$ cat config.mk
export PLATFORM = sky130hd
export DESIGN_NAME = mbst_tap_top
export DESIGN_NICKNAME = d
export VERILOG_FILES = /design/src/logic/mbst_pkg.sv /design/src/logic/mbst_scan_reg.sv /design/src/logic/mbst_tap_top.sv
export VERILOG_INCLUDE_DIRS = /design/src /design/src/logic
export SDC_FILE = /design/constraint.sdc
export NUM_CORES = 1
export LEC_CHECK = 0
export BUFFER_PORTS_ARGS = -buffer_cell sky130_fd_sc_hd__buf_2
export CAP_MARGIN = 20
export CORE_UTILIZATION = 52
export CTS_CLUSTER_DIAMETER = 80
export DETAILED_ROUTE_END_ITERATION = 12
export GPL_ROUTABILITY_DRIVEN = 0
export PLACE_DENSITY = 0.75
export SLEW_MARGIN = 10
export SYNTH_ARGS = -nofsm -noshare
export SYNTH_HDL_FRONTEND = slang
export SYNTH_HIERARCHICAL = 1
export SYNTH_SLANG_ARGS = --single-unit
$ cat constraint.sdc
create_clock -name mclk -period 2.5 [get_ports mclk]
set_input_delay 0.5 -clock mclk [delete_from_list [all_inputs] [get_ports mclk]]
set_output_delay 0.5 -clock mclk [all_outputs]
set_load 0.01 [all_outputs]
$ cat src/logic/mbst_consts.svh
`ifndef MBST_CONSTS_SVH
`define MBST_CONSTS_SVH
// Notes on behaviour
// - pull-ups on data in and mode select keep an unused port idle
// - inputs sampled on test clock rise; serial output changes on fall
// - controller advances each test clock rise by mode select level
// - instruction picks one register; input at msb, output from lsb
// - serial output driven only in shift-IR and shift-DR states
// - five high mode select edges reach reset state; logic inactive there
// - idle holds while mode select low; leads to DR or IR scan
// - select-DR-scan leaves all test data registers unchanged
// - capture-DR loads selected register; boundary register snapshots pins
// - shift-DR shifts one bit per test clock, in at top, out at bottom
// - exit1 leads to update; pause suspends; exit2 may resume shifting
// - boundary parallel outputs change only in update-DR
// - instruction shifts in during shift-IR, takes effect in update-IR
// - internal power-up reset; serial output starts high impedance
// - eight-bit instruction register reset to identification instruction
// - capture-IR loads the two low bits with binary 01
// - one-bit bypass register cleared when bypass instruction takes effect
// - boundary-scan register is 121 bits long
// - identification instruction captures fixed 32-bit code, shifts it out
// - bypass instruction puts bypass bit between input and output

// ----------------------------------------------------------------
// register sizes
// ----------------------------------------------------------------
`define MBST_IR_WIDTH 8
`define MBST_BSR_WIDTH 121
`define MBST_ID_WIDTH 32
`define MBST_IR_CAPTURE 8'h01

// ----------------------------------------------------------------
// instruction codes
// ----------------------------------------------------------------
`define MBST_INS_EXTEST 8'h00
`define MBST_INS_IDCODE 8'h01
`define MBST_INS_SAMPLE 8'h05
`define MBST_INS_CLAMP 8'h07
`define MBST_INS_HIGHZ 8'h08
`define MBST_INS_BYPASS 8'hff

// ----------------------------------------------------------------
// synchroniser reset levels (idle pin levels)
// ----------------------------------------------------------------
`define MBST_TCK_IDLE 1'b0
`define MBST_TMS_IDLE 1'b1
`define MBST_TDI_IDLE 1'b1
`endif

$ cat src/logic/mbst_pkg.sv
`include "mbst_consts.svh"
package mbst_pkg;

  // controller states, standard encoding
  typedef enum logic [3:0] {
    MBST_TLR = 4'b1111,
    MBST_RTI = 4'b1100,
    MBST_SEL_DR = 4'b0111,
    MBST_CAP_DR = 4'b0110,
    MBST_SH_DR = 4'b0010,
    MBST_EX1_DR = 4'b0001,
    MBST_PAU_DR = 4'b0011,
    MBST_EX2_DR = 4'b0000,
    MBST_UPD_DR = 4'b0101,
    MBST_SEL_IR = 4'b0100,
    MBST_CAP_IR = 4'b1110,
    MBST_SH_IR = 4'b1010,
    MBST_EX1_IR = 4'b1001,
    MBST_PAU_IR = 4'b1011,
    MBST_EX2_IR = 4'b1000,
    MBST_UPD_IR = 4'b1101
  } mbst_state_t;

  // data register selected by the active instruction
  typedef enum logic [1:0] {
    MBST_DR_BYPASS = 2'b00,
    MBST_DR_ID = 2'b01,
    MBST_DR_BSR = 2'b10
  } mbst_dr_sel_t;

  // test port pins coming in from the board
  typedef struct packed {
    logic tck;
    logic tms;
    logic tdi;
  } mbst_pins_t;

  // serial output pin with its enable
  typedef struct packed {
    logic data;
    logic oe;
  } mbst_tdo_t;

endpackage : mbst_pkg

$ cat src/logic/mbst_scan_reg.sv
`timescale 1ns/1ps
`include "mbst_consts.svh"
// shift register with parallel capture and an update latch
module mbst_scan_reg #(
  parameter int WIDTH = 8,
  parameter logic [WIDTH-1:0] INIT = '0
) (
  input wire logic mclk,
  input wire logic reset_n,
  input wire logic load_init,
  input wire logic capture,
  input wire logic [WIDTH-1:0] cap_data,
  input wire logic shift,
  input wire logic shift_in,
  input wire logic update,
  output logic [WIDTH-1:0] shift_q,
  output logic [WIDTH-1:0] update_q
);

  // ----------------------------------------------------------------
  // elaboration check
  // ----------------------------------------------------------------
  if (WIDTH < 2) begin : g_bad_width
    $error("mbst_scan_reg needs WIDTH of at least 2");
  end

  // ----------------------------------------------------------------
  // shift stage
  // ----------------------------------------------------------------
  // capture loads in parallel, shift moves towards the lsb
  always_ff @(posedge mclk) begin
    if (!reset_n) begin
      shift_q <= '0;
    end else if (capture) begin
      shift_q <= cap_data;
    end else if (shift) begin
      shift_q <= {shift_in, shift_q[WIDTH-1:1]};
    end
  end

  // ----------------------------------------------------------------
  // update latch
  // ----------------------------------------------------------------
  // reset value applies on power-up and on request
  always_ff @(posedge mclk) begin
    if (!reset_n) begin
      update_q <= INIT;
    end else if (load_init) begin
      update_q <= INIT;
    end else if (update) begin
      update_q <= shift_q;
    end
  end

endmodule : mbst_scan_reg

$ cat src/logic/mbst_tap_top.sv
`timescale 1ns/1ps
`include "mbst_consts.svh"
// boundary-scan test access port, sampled on the memory clock
module mbst_tap_top
  import mbst_pkg::*;
#(
  parameter int BSR_WIDTH = `MBST_BSR_WIDTH,
  // identification code: value is arbitrary, lsb kept at one
  parameter logic [`MBST_ID_WIDTH-1:0] ID_CODE = 32'h0a5c_3e01
) (
  input wire logic mclk,
  input wire logic reset_n,
  input wire mbst_pins_t tap_pins,
  input wire logic [BSR_WIDTH-1:0] pin_state,
  output mbst_tdo_t tdo,
  output logic [BSR_WIDTH-1:0] bsr_drive,
  output logic ring_drive_en,
  output logic ring_highz,
  output mbst_state_t tap_state
);

  // ----------------------------------------------------------------
  // elaboration check
  // ----------------------------------------------------------------
  if (BSR_WIDTH != `MBST_BSR_WIDTH) begin : g_bad_bsr
    $error("boundary register must be 121 cells");
  end
  if (ID_CODE[0] != 1'b1) begin : g_bad_id
    $error("identification code lsb must be one");
  end
  if (`MBST_IR_WIDTH != 8) begin : g_bad_ir
    $error("instruction decode expects eight bits");
  end
  if ((`MBST_IR_CAPTURE & 8'h03) != 8'h01) begin : g_bad_cap
    $error("capture pattern low bits must be 01");
  end
  if (`MBST_ID_WIDTH != 32) begin : g_bad_idw
    $error("identification register must be 32 bits");
  end

  // ----------------------------------------------------------------
  // functions
  // ----------------------------------------------------------------
  // sixteen-state transition graph, chosen by mode select only
  function automatic mbst_state_t next_of(input mbst_state_t s,
                                          input logic m);
    case (s)
      MBST_TLR: next_of = m ? MBST_TLR : MBST_RTI;
      MBST_RTI: next_of = m ? MBST_SEL_DR : MBST_RTI;
      MBST_SEL_DR: next_of = m ? MBST_SEL_IR : MBST_CAP_DR;
      MBST_CAP_DR: next_of = m ? MBST_EX1_DR : MBST_SH_DR;
      MBST_SH_DR: next_of = m ? MBST_EX1_DR : MBST_SH_DR;
      MBST_EX1_DR: next_of = m ? MBST_UPD_DR : MBST_PAU_DR;
      MBST_PAU_DR: next_of = m ? MBST_EX2_DR : MBST_PAU_DR;
      MBST_EX2_DR: next_of = m ? MBST_UPD_DR : MBST_SH_DR;
      MBST_UPD_DR: next_of = m ? MBST_SEL_DR : MBST_RTI;
      MBST_SEL_IR: next_of = m ? MBST_TLR : MBST_CAP_IR;
      MBST_CAP_IR: next_of = m ? MBST_EX1_IR : MBST_SH_IR;
      MBST_SH_IR: next_of = m ? MBST_EX1_IR : MBST_SH_IR;
      MBST_EX1_IR: next_of = m ? MBST_UPD_IR : MBST_PAU_IR;
      MBST_PAU_IR: next_of = m ? MBST_EX2_IR : MBST_PAU_IR;
      MBST_EX2_IR: next_of = m ? MBST_UPD_IR : MBST_SH_IR;
      MBST_UPD_IR: next_of = m ? MBST_SEL_DR : MBST_RTI;
      default: next_of = MBST_TLR;
    endcase
  endfunction : next_of

  // which data register an instruction places in the scan path
  function automatic mbst_dr_sel_t dr_of(input logic [7:0] ins);
    case (ins)
      `MBST_INS_EXTEST: dr_of = MBST_DR_BSR;
      `MBST_INS_SAMPLE: dr_of = MBST_DR_BSR;
      `MBST_INS_IDCODE: dr_of = MBST_DR_ID;
      default: dr_of = MBST_DR_BYPASS;
    endcase
  endfunction : dr_of

  // only the two shift states drive the serial output
  function automatic logic is_shift(input mbst_state_t s);
    is_shift = (s == MBST_SH_IR) || (s == MBST_SH_DR);
  endfunction : is_shift

  // instructions that hand the ring pins to the boundary latch
  function automatic logic ring_owned(input logic [7:0] ins);
    case (ins)
      `MBST_INS_EXTEST: ring_owned = 1'b1;
      `MBST_INS_CLAMP: ring_owned = 1'b1;
      default: ring_owned = 1'b0;
    endcase
  endfunction : ring_owned

  // ----------------------------------------------------------------
  // pin synchronisers
  // ----------------------------------------------------------------
  // idle levels act as the internal pull-ups on mode select and data in
  localparam logic [2:0] PIN_IDLE = {`MBST_TCK_IDLE, `MBST_TMS_IDLE,
                                     `MBST_TDI_IDLE};
  logic [2:0] pin_meta;
  logic [2:0] pin_sync;
  logic tck_d;

  // two flops on every pin before any logic reads it
  genvar gi;
  generate
    for (gi = 0; gi < 3; gi++) begin : g_pin_sync
      always_ff @(posedge mclk) begin
        if (!reset_n) begin
          pin_meta[gi] <= PIN_IDLE[gi];
          pin_sync[gi] <= PIN_IDLE[gi];
        end else begin
          pin_meta[gi] <= tap_pins[gi];
          pin_sync[gi] <= pin_meta[gi];
        end
      end
    end
  endgenerate

  // synchronised pin levels
  logic tck_s;
  logic tms_s;
  logic tdi_s;
  assign tck_s = pin_sync[2];
  assign tms_s = pin_sync[1];
  assign tdi_s = pin_sync[0];

  // edge finder on the synchronised test clock
  always_ff @(posedge mclk) begin
    if (!reset_n) begin
      tck_d <= `MBST_TCK_IDLE;
    end else begin
      tck_d <= tck_s;
    end
  end

  // one-cycle pulses on each test clock edge
  logic tck_rise;
  logic tck_fall;
  assign tck_rise = tck_s & ~tck_d;
  assign tck_fall = ~tck_s & tck_d;

  // ring snapshot synchroniser, pins are asynchronous to mclk
  logic [BSR_WIDTH-1:0] ring_meta;
  logic [BSR_WIDTH-1:0] ring_sync;
  always_ff @(posedge mclk) begin
    if (!reset_n) begin
      ring_meta <= '0;
      ring_sync <= '0;
    end else begin
      ring_meta <= pin_state;
      ring_sync <= ring_meta;
    end
  end

  // ----------------------------------------------------------------
  // controller
  // ----------------------------------------------------------------
  // state register and its next value from the graph
  mbst_state_t state;
  mbst_state_t next_state;
  assign next_state = next_of(state, tms_s);

  // power-up reset lands in test-logic-reset, tdo stays off
  always_ff @(posedge mclk) begin
    if (!reset_n) begin
      state <= MBST_TLR;
    end else if (tck_rise) begin
      state <= next_state;
    end
  end

  // state seen outside straight from the flop
  assign tap_state = state;

  // ----------------------------------------------------------------
  // instruction register
  // ----------------------------------------------------------------
  // shift stage, active instruction and their strobes
  logic [`MBST_IR_WIDTH-1:0] ir_shift;
  logic [`MBST_IR_WIDTH-1:0] ir_active;
  logic ir_capture;
  logic ir_shift_en;
  logic ir_update;
  logic in_reset;

  assign in_reset = (state == MBST_TLR);
  assign ir_capture = tck_rise && (state == MBST_CAP_IR);
  assign ir_shift_en = tck_rise && (state == MBST_SH_IR);
  assign ir_update = tck_rise && (state == MBST_UPD_IR);

  // instruction stage, reloaded while in test-logic-reset
  mbst_scan_reg #(
    .WIDTH(`MBST_IR_WIDTH),
    .INIT(`MBST_INS_IDCODE)
  ) u_ir (
    .mclk(mclk),
    .reset_n(reset_n),
    .load_init(in_reset),
    .capture(ir_capture),
    .cap_data(`MBST_IR_CAPTURE),
    .shift(ir_shift_en),
    .shift_in(tdi_s),
    .update(ir_update),
    .shift_q(ir_shift),
    .update_q(ir_active)
  );

  // active instruction picks the data register
  mbst_dr_sel_t dr_sel;
  assign dr_sel = dr_of(ir_active);

  // ----------------------------------------------------------------
  // data register enables
  // ----------------------------------------------------------------
  // only capture, shift and update states touch data registers
  logic dr_capture;
  logic dr_shift;
  logic dr_update;
  assign dr_capture = tck_rise && (state == MBST_CAP_DR);
  assign dr_shift = tck_rise && (state == MBST_SH_DR);
  assign dr_update = tck_rise && (state == MBST_UPD_DR);

  // ----------------------------------------------------------------
  // bypass register
  // ----------------------------------------------------------------
  logic bypass_bit;
  // cleared by the bypass instruction, zero on capture
  always_ff @(posedge mclk) begin
    if (!reset_n) begin
      bypass_bit <= 1'b0;
    end else if (ir_update && (ir_shift == `MBST_INS_BYPASS)) begin
      bypass_bit <= 1'b0;
    end else if (dr_sel == MBST_DR_BYPASS) begin
      if (dr_capture) begin
        bypass_bit <= 1'b0;
      end else if (dr_shift) begin
        bypass_bit <= tdi_s;
      end
    end
  end

  // ----------------------------------------------------------------
  // identification register
  // ----------------------------------------------------------------
  // fixed code captured, never updated
  logic [`MBST_ID_WIDTH-1:0] id_shift;
  mbst_scan_reg #(
    .WIDTH(`MBST_ID_WIDTH),
    .INIT(ID_CODE)
  ) u_id (
    .mclk(mclk),
    .reset_n(reset_n),
    .load_init(1'b0),
    .capture(dr_capture && (dr_sel == MBST_DR_ID)),
    .cap_data(ID_CODE),
    .shift(dr_shift && (dr_sel == MBST_DR_ID)),
    .shift_in(tdi_s),
    .update(1'b0),
    .shift_q(id_shift),
    .update_q()
  );

  // ----------------------------------------------------------------
  // boundary-scan register
  // ----------------------------------------------------------------
  // shift stage, pin latch and path select
  logic [BSR_WIDTH-1:0] bsr_shift;
  logic [BSR_WIDTH-1:0] bsr_latch;
  logic bsr_sel;
  assign bsr_sel = (dr_sel == MBST_DR_BSR);

  // captures the ring, update drives the pins
  mbst_scan_reg #(
    .WIDTH(BSR_WIDTH),
    .INIT('0)
  ) u_bsr (
    .mclk(mclk),
    .reset_n(reset_n),
    .load_init(1'b0),
    .capture(dr_capture && bsr_sel),
    .cap_data(ring_sync),
    .shift(dr_shift && bsr_sel),
    .shift_in(tdi_s),
    .update(dr_update && bsr_sel),
    .shift_q(bsr_shift),
    .update_q(bsr_latch)
  );

  // latched cells go straight to the ring
  assign bsr_drive = bsr_latch;

  // ----------------------------------------------------------------
  // ring mode outputs
  // ----------------------------------------------------------------
  // reset state holds the identification instruction, so logic is idle
  always_ff @(posedge mclk) begin
    if (!reset_n) begin
      ring_drive_en <= 1'b0;
    end else begin
      ring_drive_en <= ring_owned(ir_active);
    end
  end

  // outputs float while the high impedance instruction is active
  always_ff @(posedge mclk) begin
    if (!reset_n) begin
      ring_highz <= 1'b0;
    end else begin
      ring_highz <= (ir_active == `MBST_INS_HIGHZ);
    end
  end

  // ----------------------------------------------------------------
  // serial output
  // ----------------------------------------------------------------
  // lsb of the data register that the instruction selects
  logic dr_lsb;
  always_comb begin
    case (dr_sel)
      MBST_DR_ID: dr_lsb = id_shift[0];
      MBST_DR_BSR: dr_lsb = bsr_shift[0];
      default: dr_lsb = bypass_bit;
    endcase
  end

  // the instruction stage takes the path while in shift-IR
  logic scan_lsb;
  always_comb begin
    if (state == MBST_SH_IR) begin
      scan_lsb = ir_shift[0];
    end else begin
      scan_lsb = dr_lsb;
    end
  end

  // data and enable move only on the falling test clock edge
  always_ff @(posedge mclk) begin
    if (!reset_n) begin
      tdo <= '0;
    end else if (tck_fall) begin
      tdo.data <= scan_lsb;
      tdo.oe <= is_shift(state);
    end
  end

endmodule : mbst_tap_top

# == After elaboration in Yosys (flattened, before gate mapping) ==
# Cells that the tools add are included.
# op_classes
eq_ne,22
n_mux,25
bitwise,5
reduce_logical,30
# ops
op,count
$mux W121,2
$mux W28,2
$pmux W4 S12,1
$eq A4 B4 Y1 const B,8
$eq A4 B3 Y1 const B,4
$eq A8 B3 Y1 const B,2
$reduce_or A2 Y1,8
$logic_and A1 B1 Y1,12
$mux W2,6
$mux W3,4
$eq A4 B2 Y1 const B,2
$eq A8 B1 Y1 const B,1
$eq A8 B4 Y1 const B,1
$eq A8 B8 Y1 const B,1
$logic_not A8 Y1,1
$reduce_bool A2 Y1,4
$mux W1,7
$eq A4 B1 Y1 const B,1
$logic_not A4 Y1,1
$mux W4,1
$pmux W2 S2,1
$not A1 Y1,3
$reduce_or A3 Y1,1
$and A1 B1 Y1,2
6 further kinds,6
# word_totals
register_bits,548
in_bits,126
output_inout_bits,129
elab_cells,104

# == Longest topological paths before layout ==
# logic_depth
ltp_word,7
depth_mapped,11
depth_no_buf,8

# == Hierarchy ==
# The synthesis kept the hierarchy.
# modules_own_cells
module,n_inst,cells_per_inst,area_per_inst_um2,seq_area_each_um2
mbst_scan_reg at u_bsr,1,929,10276.1,4844.6
mbst_tap_top,1,620,7348.3,5165.0
mbst_scan_reg at u_id,1,248,2881.5,1281.2
mbst_scan_reg at u_ir,1,62,732.0,320.3

# == Least setup slack after synthesis ==
# No wires, ideal clock.
# synth_timing
path_kind,reg2reg
start,reg u_ir.update_q[5]
end,reg u_bsr.shift_q[100]
setup_ps,116
arrival_ps,2344
required_time_ps,2384
setup_slack_ps,40
path_stages_with_launch,10
n_path_buf,2
period_less_slack_ps,2460
cell_sequence,dfxtp_1 or4_1 nor2_1 and2_1 ha_1 and2_1 buf_4 buf_6 mux2_2 o211a_1
# synth_between
elab_chain_cells,6
elab_cells_between_ends,10
cone_classes,3 x eq/ne; 2 x mux; 5 x reduce/logical
# synth_lines
element,line_no,text
start: declaration,mbst_scan_reg.sv:17,output logic [WIDTH-1:0] update_q
start signal: assignment,mbst_scan_reg.sv:51,update_q <= shift_q;
$eq A8 B3 Y1 / $logic_not A8 Y1 (equally long branches),mbst_tap_top.sv:70,case (ins)
$reduce_or A2 Y1 (no line),-,
$pmux W2 S2 *,mbst_tap_top.sv:70,
$eq A2 B2 Y1 *,mbst_tap_top.sv:269,assign bsr_sel = (dr_sel == MBST_DR_BSR);
$logic_and A1 B1 Y1 (on tied branches),"mbst_tap_top.sv:279, mbst_tap_top.sv:281",
$mux W121 / $reduce_bool A2 Y1 (equally long branches),-,
end signal: assignment,mbst_scan_reg.sv:35,shift_q <= cap_data;
end signal: assignment,mbst_scan_reg.sv:37,"shift_q <= {shift_in, shift_q[WIDTH-1:1]};"
end: declaration,mbst_scan_reg.sv:16,"output logic [WIDTH-1:0] shift_q,"
# Mark *: on every way between the ends. The rest lies on a longest branch, timed or not.
# A chain may end at the register's enable or synchronous reset.

# == Final worst setup path ==
# layout_timing
start,reg u_ir.update_q[5]
end,reg u_bsr.update_q[91]
# layout_between
elab_chain_cells,5
elab_cells_between_ends,7
cone_classes,3 x eq/ne; 1 x mux; 3 x reduce/logical
# layout_lines
element,line_no,text
$eq A8 B3 Y1 / $logic_not A8 Y1 (equally long branches),mbst_tap_top.sv:70,
$reduce_or A2 Y1 (no line),-,
$pmux W2 S2 *,mbst_tap_top.sv:70,
$eq A2 B2 Y1 *,mbst_tap_top.sv:269,
$logic_and A1 B1 Y1 *,mbst_tap_top.sv:283,".update(dr_update && bsr_sel),"
end signal: assignment,mbst_scan_reg.sv:51,
end: declaration,mbst_scan_reg.sv:17,
# Marks and branches as above.

==> metrics.txt <==
H-tree levels 2; Layout area overhead 23.3%; Post-Syn Area per Cell 11.5 µm²; post-layout min period 2.52 ns; Core Util, Final 65.5%; Rows 71; NumNets Final 2178; total chip power 18.1 mW; # setup viols final 6; DRC Markers 0; ANT nets after route 0; crit path launch u_ir/update_q[5]; Max Freq 397 MHz; GRT Total Usage 20.0%; Slew HR 55.3%; total negative slack -0.0266 ns; final period utilization 101%; Worst VDD drop 639 µV; worst-case clock buffer depth 3; worst r2r dst u_bsr/update_q[91]; initial detailed-routing violation count 445; power density over cell area 731 mW/mm²; critical path class reg -> reg; Fillers 2908; Num Clock Sinks 548; Final WS setup -0.0172 ns; initial antenna violation count 7; WP data required 2.97 ns; cts hold-fix bufs 0; failing checks negative setup slack; Leak 12.0 nW; synthesized instance count 1754; CTS tree done; Critical R2R Launch u_ir/update_q[5]; die area 0.0395 mm²; Least-Margin Pin Slew 0.670 ns; Final Skew 0.0184 ns; core area 0.0378 mm²; die width 199 µm; Reg2Reg Depth 12; IO Count 255; HPWL after detailed placement 26300 µm; Root Driver clkbuf_16; Port Buffers 254; Ys Warns 6; grt total ovfl 0; Avg Vias per Cell 4.98; Initial Util 53.1%; CP Capture Type flop; Post-Route WL 40800 µm; first-pass detailed-route iteration total 4; vias in the first global route 12700; max_cap viols 0; Clock Pin Slew Worst Setup and Hold Paths 0.06 ns; nature of the critical path startpoint flop; worst skew pair latency 0.60 ns; RSZ-0062 raised after global routing true; CP Capture Point u_bsr/update_q[91]; run status finished with violations; arrival time worst endpoint 2.98 ns; CP max FO 6; pin count of the biggest net entering global routing 189; Hold WC Path Type in -> reg; die height 199 µm; WL per Instance 15.6 µm; Final Hold Violating Endpoints 0; max-slew violations 0; first-pass GRT wire length 63400 µm; layout cells sized above 1 28.9%; clock buffer count from CTS 56; vias 13000; Syn Std Cell Area 0.0201 mm²; reg2reg setup slack -0.02 ns
-- stage by stage --
| step | cells | hold slack [ns] | setup slack, ns | cell area (µm²) |
|---|---|---|---|---|
| after detailed placement | 2485 | 0.403 | -0.179 | 22400 |
| after floorplan | 1793 | 0.386 | 0.0397 | 20300 |
| after CTS | 2591 | 0.0433 | -0.0258 | 24400 |
| after global placement | 2485 | 0.395 | -0.0788 | 22400 |
| final | 2608 | 0.0831 | -0.0172 | 24800 |
| after global routing | 2607 | 0.0650 | -0.0905 | 24800 |
-- timing repair --
action                                  in CTS  in global routing
pin swaps                                    1                  8
endpoints found under the setup margin     242                264
gates cloned                                 1                  6
resized for setup                            9                 29
buffers inserted                             1                  9
-- power breakdown --
part,leakage [nW],internal [mW],total (mW),switching [mW]
sequential,4.47,8.92,8.97,0.0493
combinational,6.57,0.230,0.451,0.221
clock,0.965,5.32,8.71,3.39
-- worst max-delay path, cell delays in order (launching register included) --
cell and delay (ns):
dfxtp_1 0.31, or4_4 0.55, nor2_4 0.12, and2_4 0.16, ha_4 0.13, nand2_2 0.06
nor3_4 0.21, buf_6 0.13, buf_12 0.12, clkbuf_16 0.17, clkbuf_16 0.16, mux2i_1 0.19
nor2_1 0.06
-- routing by layer --
metal / track usage, % / up-vias / wire (µm)
li1: - / 6478 / -
met4: 6.50 / 10 / 791
met1: 25.0 / 6166 / 17900
met5: 0 / - / 54
met2: 33.5 / 247 / 19400
met3: 5.17 / 75 / 2570
-- final cells by class --
| cell class | count | area (µm²) | area share, % |
|---|---|---|---|
| sequential | 548 | 11000 | 44.2 |
| multi-input combinational | 1108 | 8670 | 35.0 |
| timing repair buffer | 332 | 2530 | 10.2 |
| clock buffer | 79 | 1610 | 6.49 |
| tap | 511 | 639 | 2.58 |
| clock inverter | 25 | 352 | 1.42 |
| inverter | 3 | 11.3 | 0.0454 |
| antenna | 2 | 5.00 | 0.0202 |
-- flip-flops by register name, indices dropped and copies added, names as in the netlist, 2 cells and up --
register and cells:
ring_meta 121, u_ir/update_q 8, u_bsr/shift_q 121, u_ir/shift_q 8
u_bsr/update_q 121, tap_state 4, ring_sync 121, pin_meta 3
tdo 2, u_id/shift_q 32
-- worst min path at each step --
stage,start,end,slack [ns],cells after the start
floorplan,pin_meta[0],tdi_s,0.39,1
global placement,pin_meta[0],tdi_s,0.39,1
detailed placement,pin_meta[0],tdi_s,0.40,1
CTS,tap_pins[0],pin_meta[0],0.04,2
global route,tap_pins[0],pin_meta[0],0.07,2
finish,tap_pins[0],pin_meta[0],0.08,2
-- cell usage in the layout, fill, tap and decap left out, drive strengths merged, types with 3 or more instances in the layout --
master  instances
bufinv          8
o211a         161
dfxtp         548
mux2i         130
clkinv         11
nand2          10
nand3           3
nor2b           4
and2          250
a21oi           3
clkbuf         85
nor3            3
conb           41
nor2          135
inv             7
o21ai           6
and3            3
buf           326
mux2          161
nand2b        161
ha              3
or2b            8
nor3b           3
Note: power is estimated with default switching activity, not from simulation.
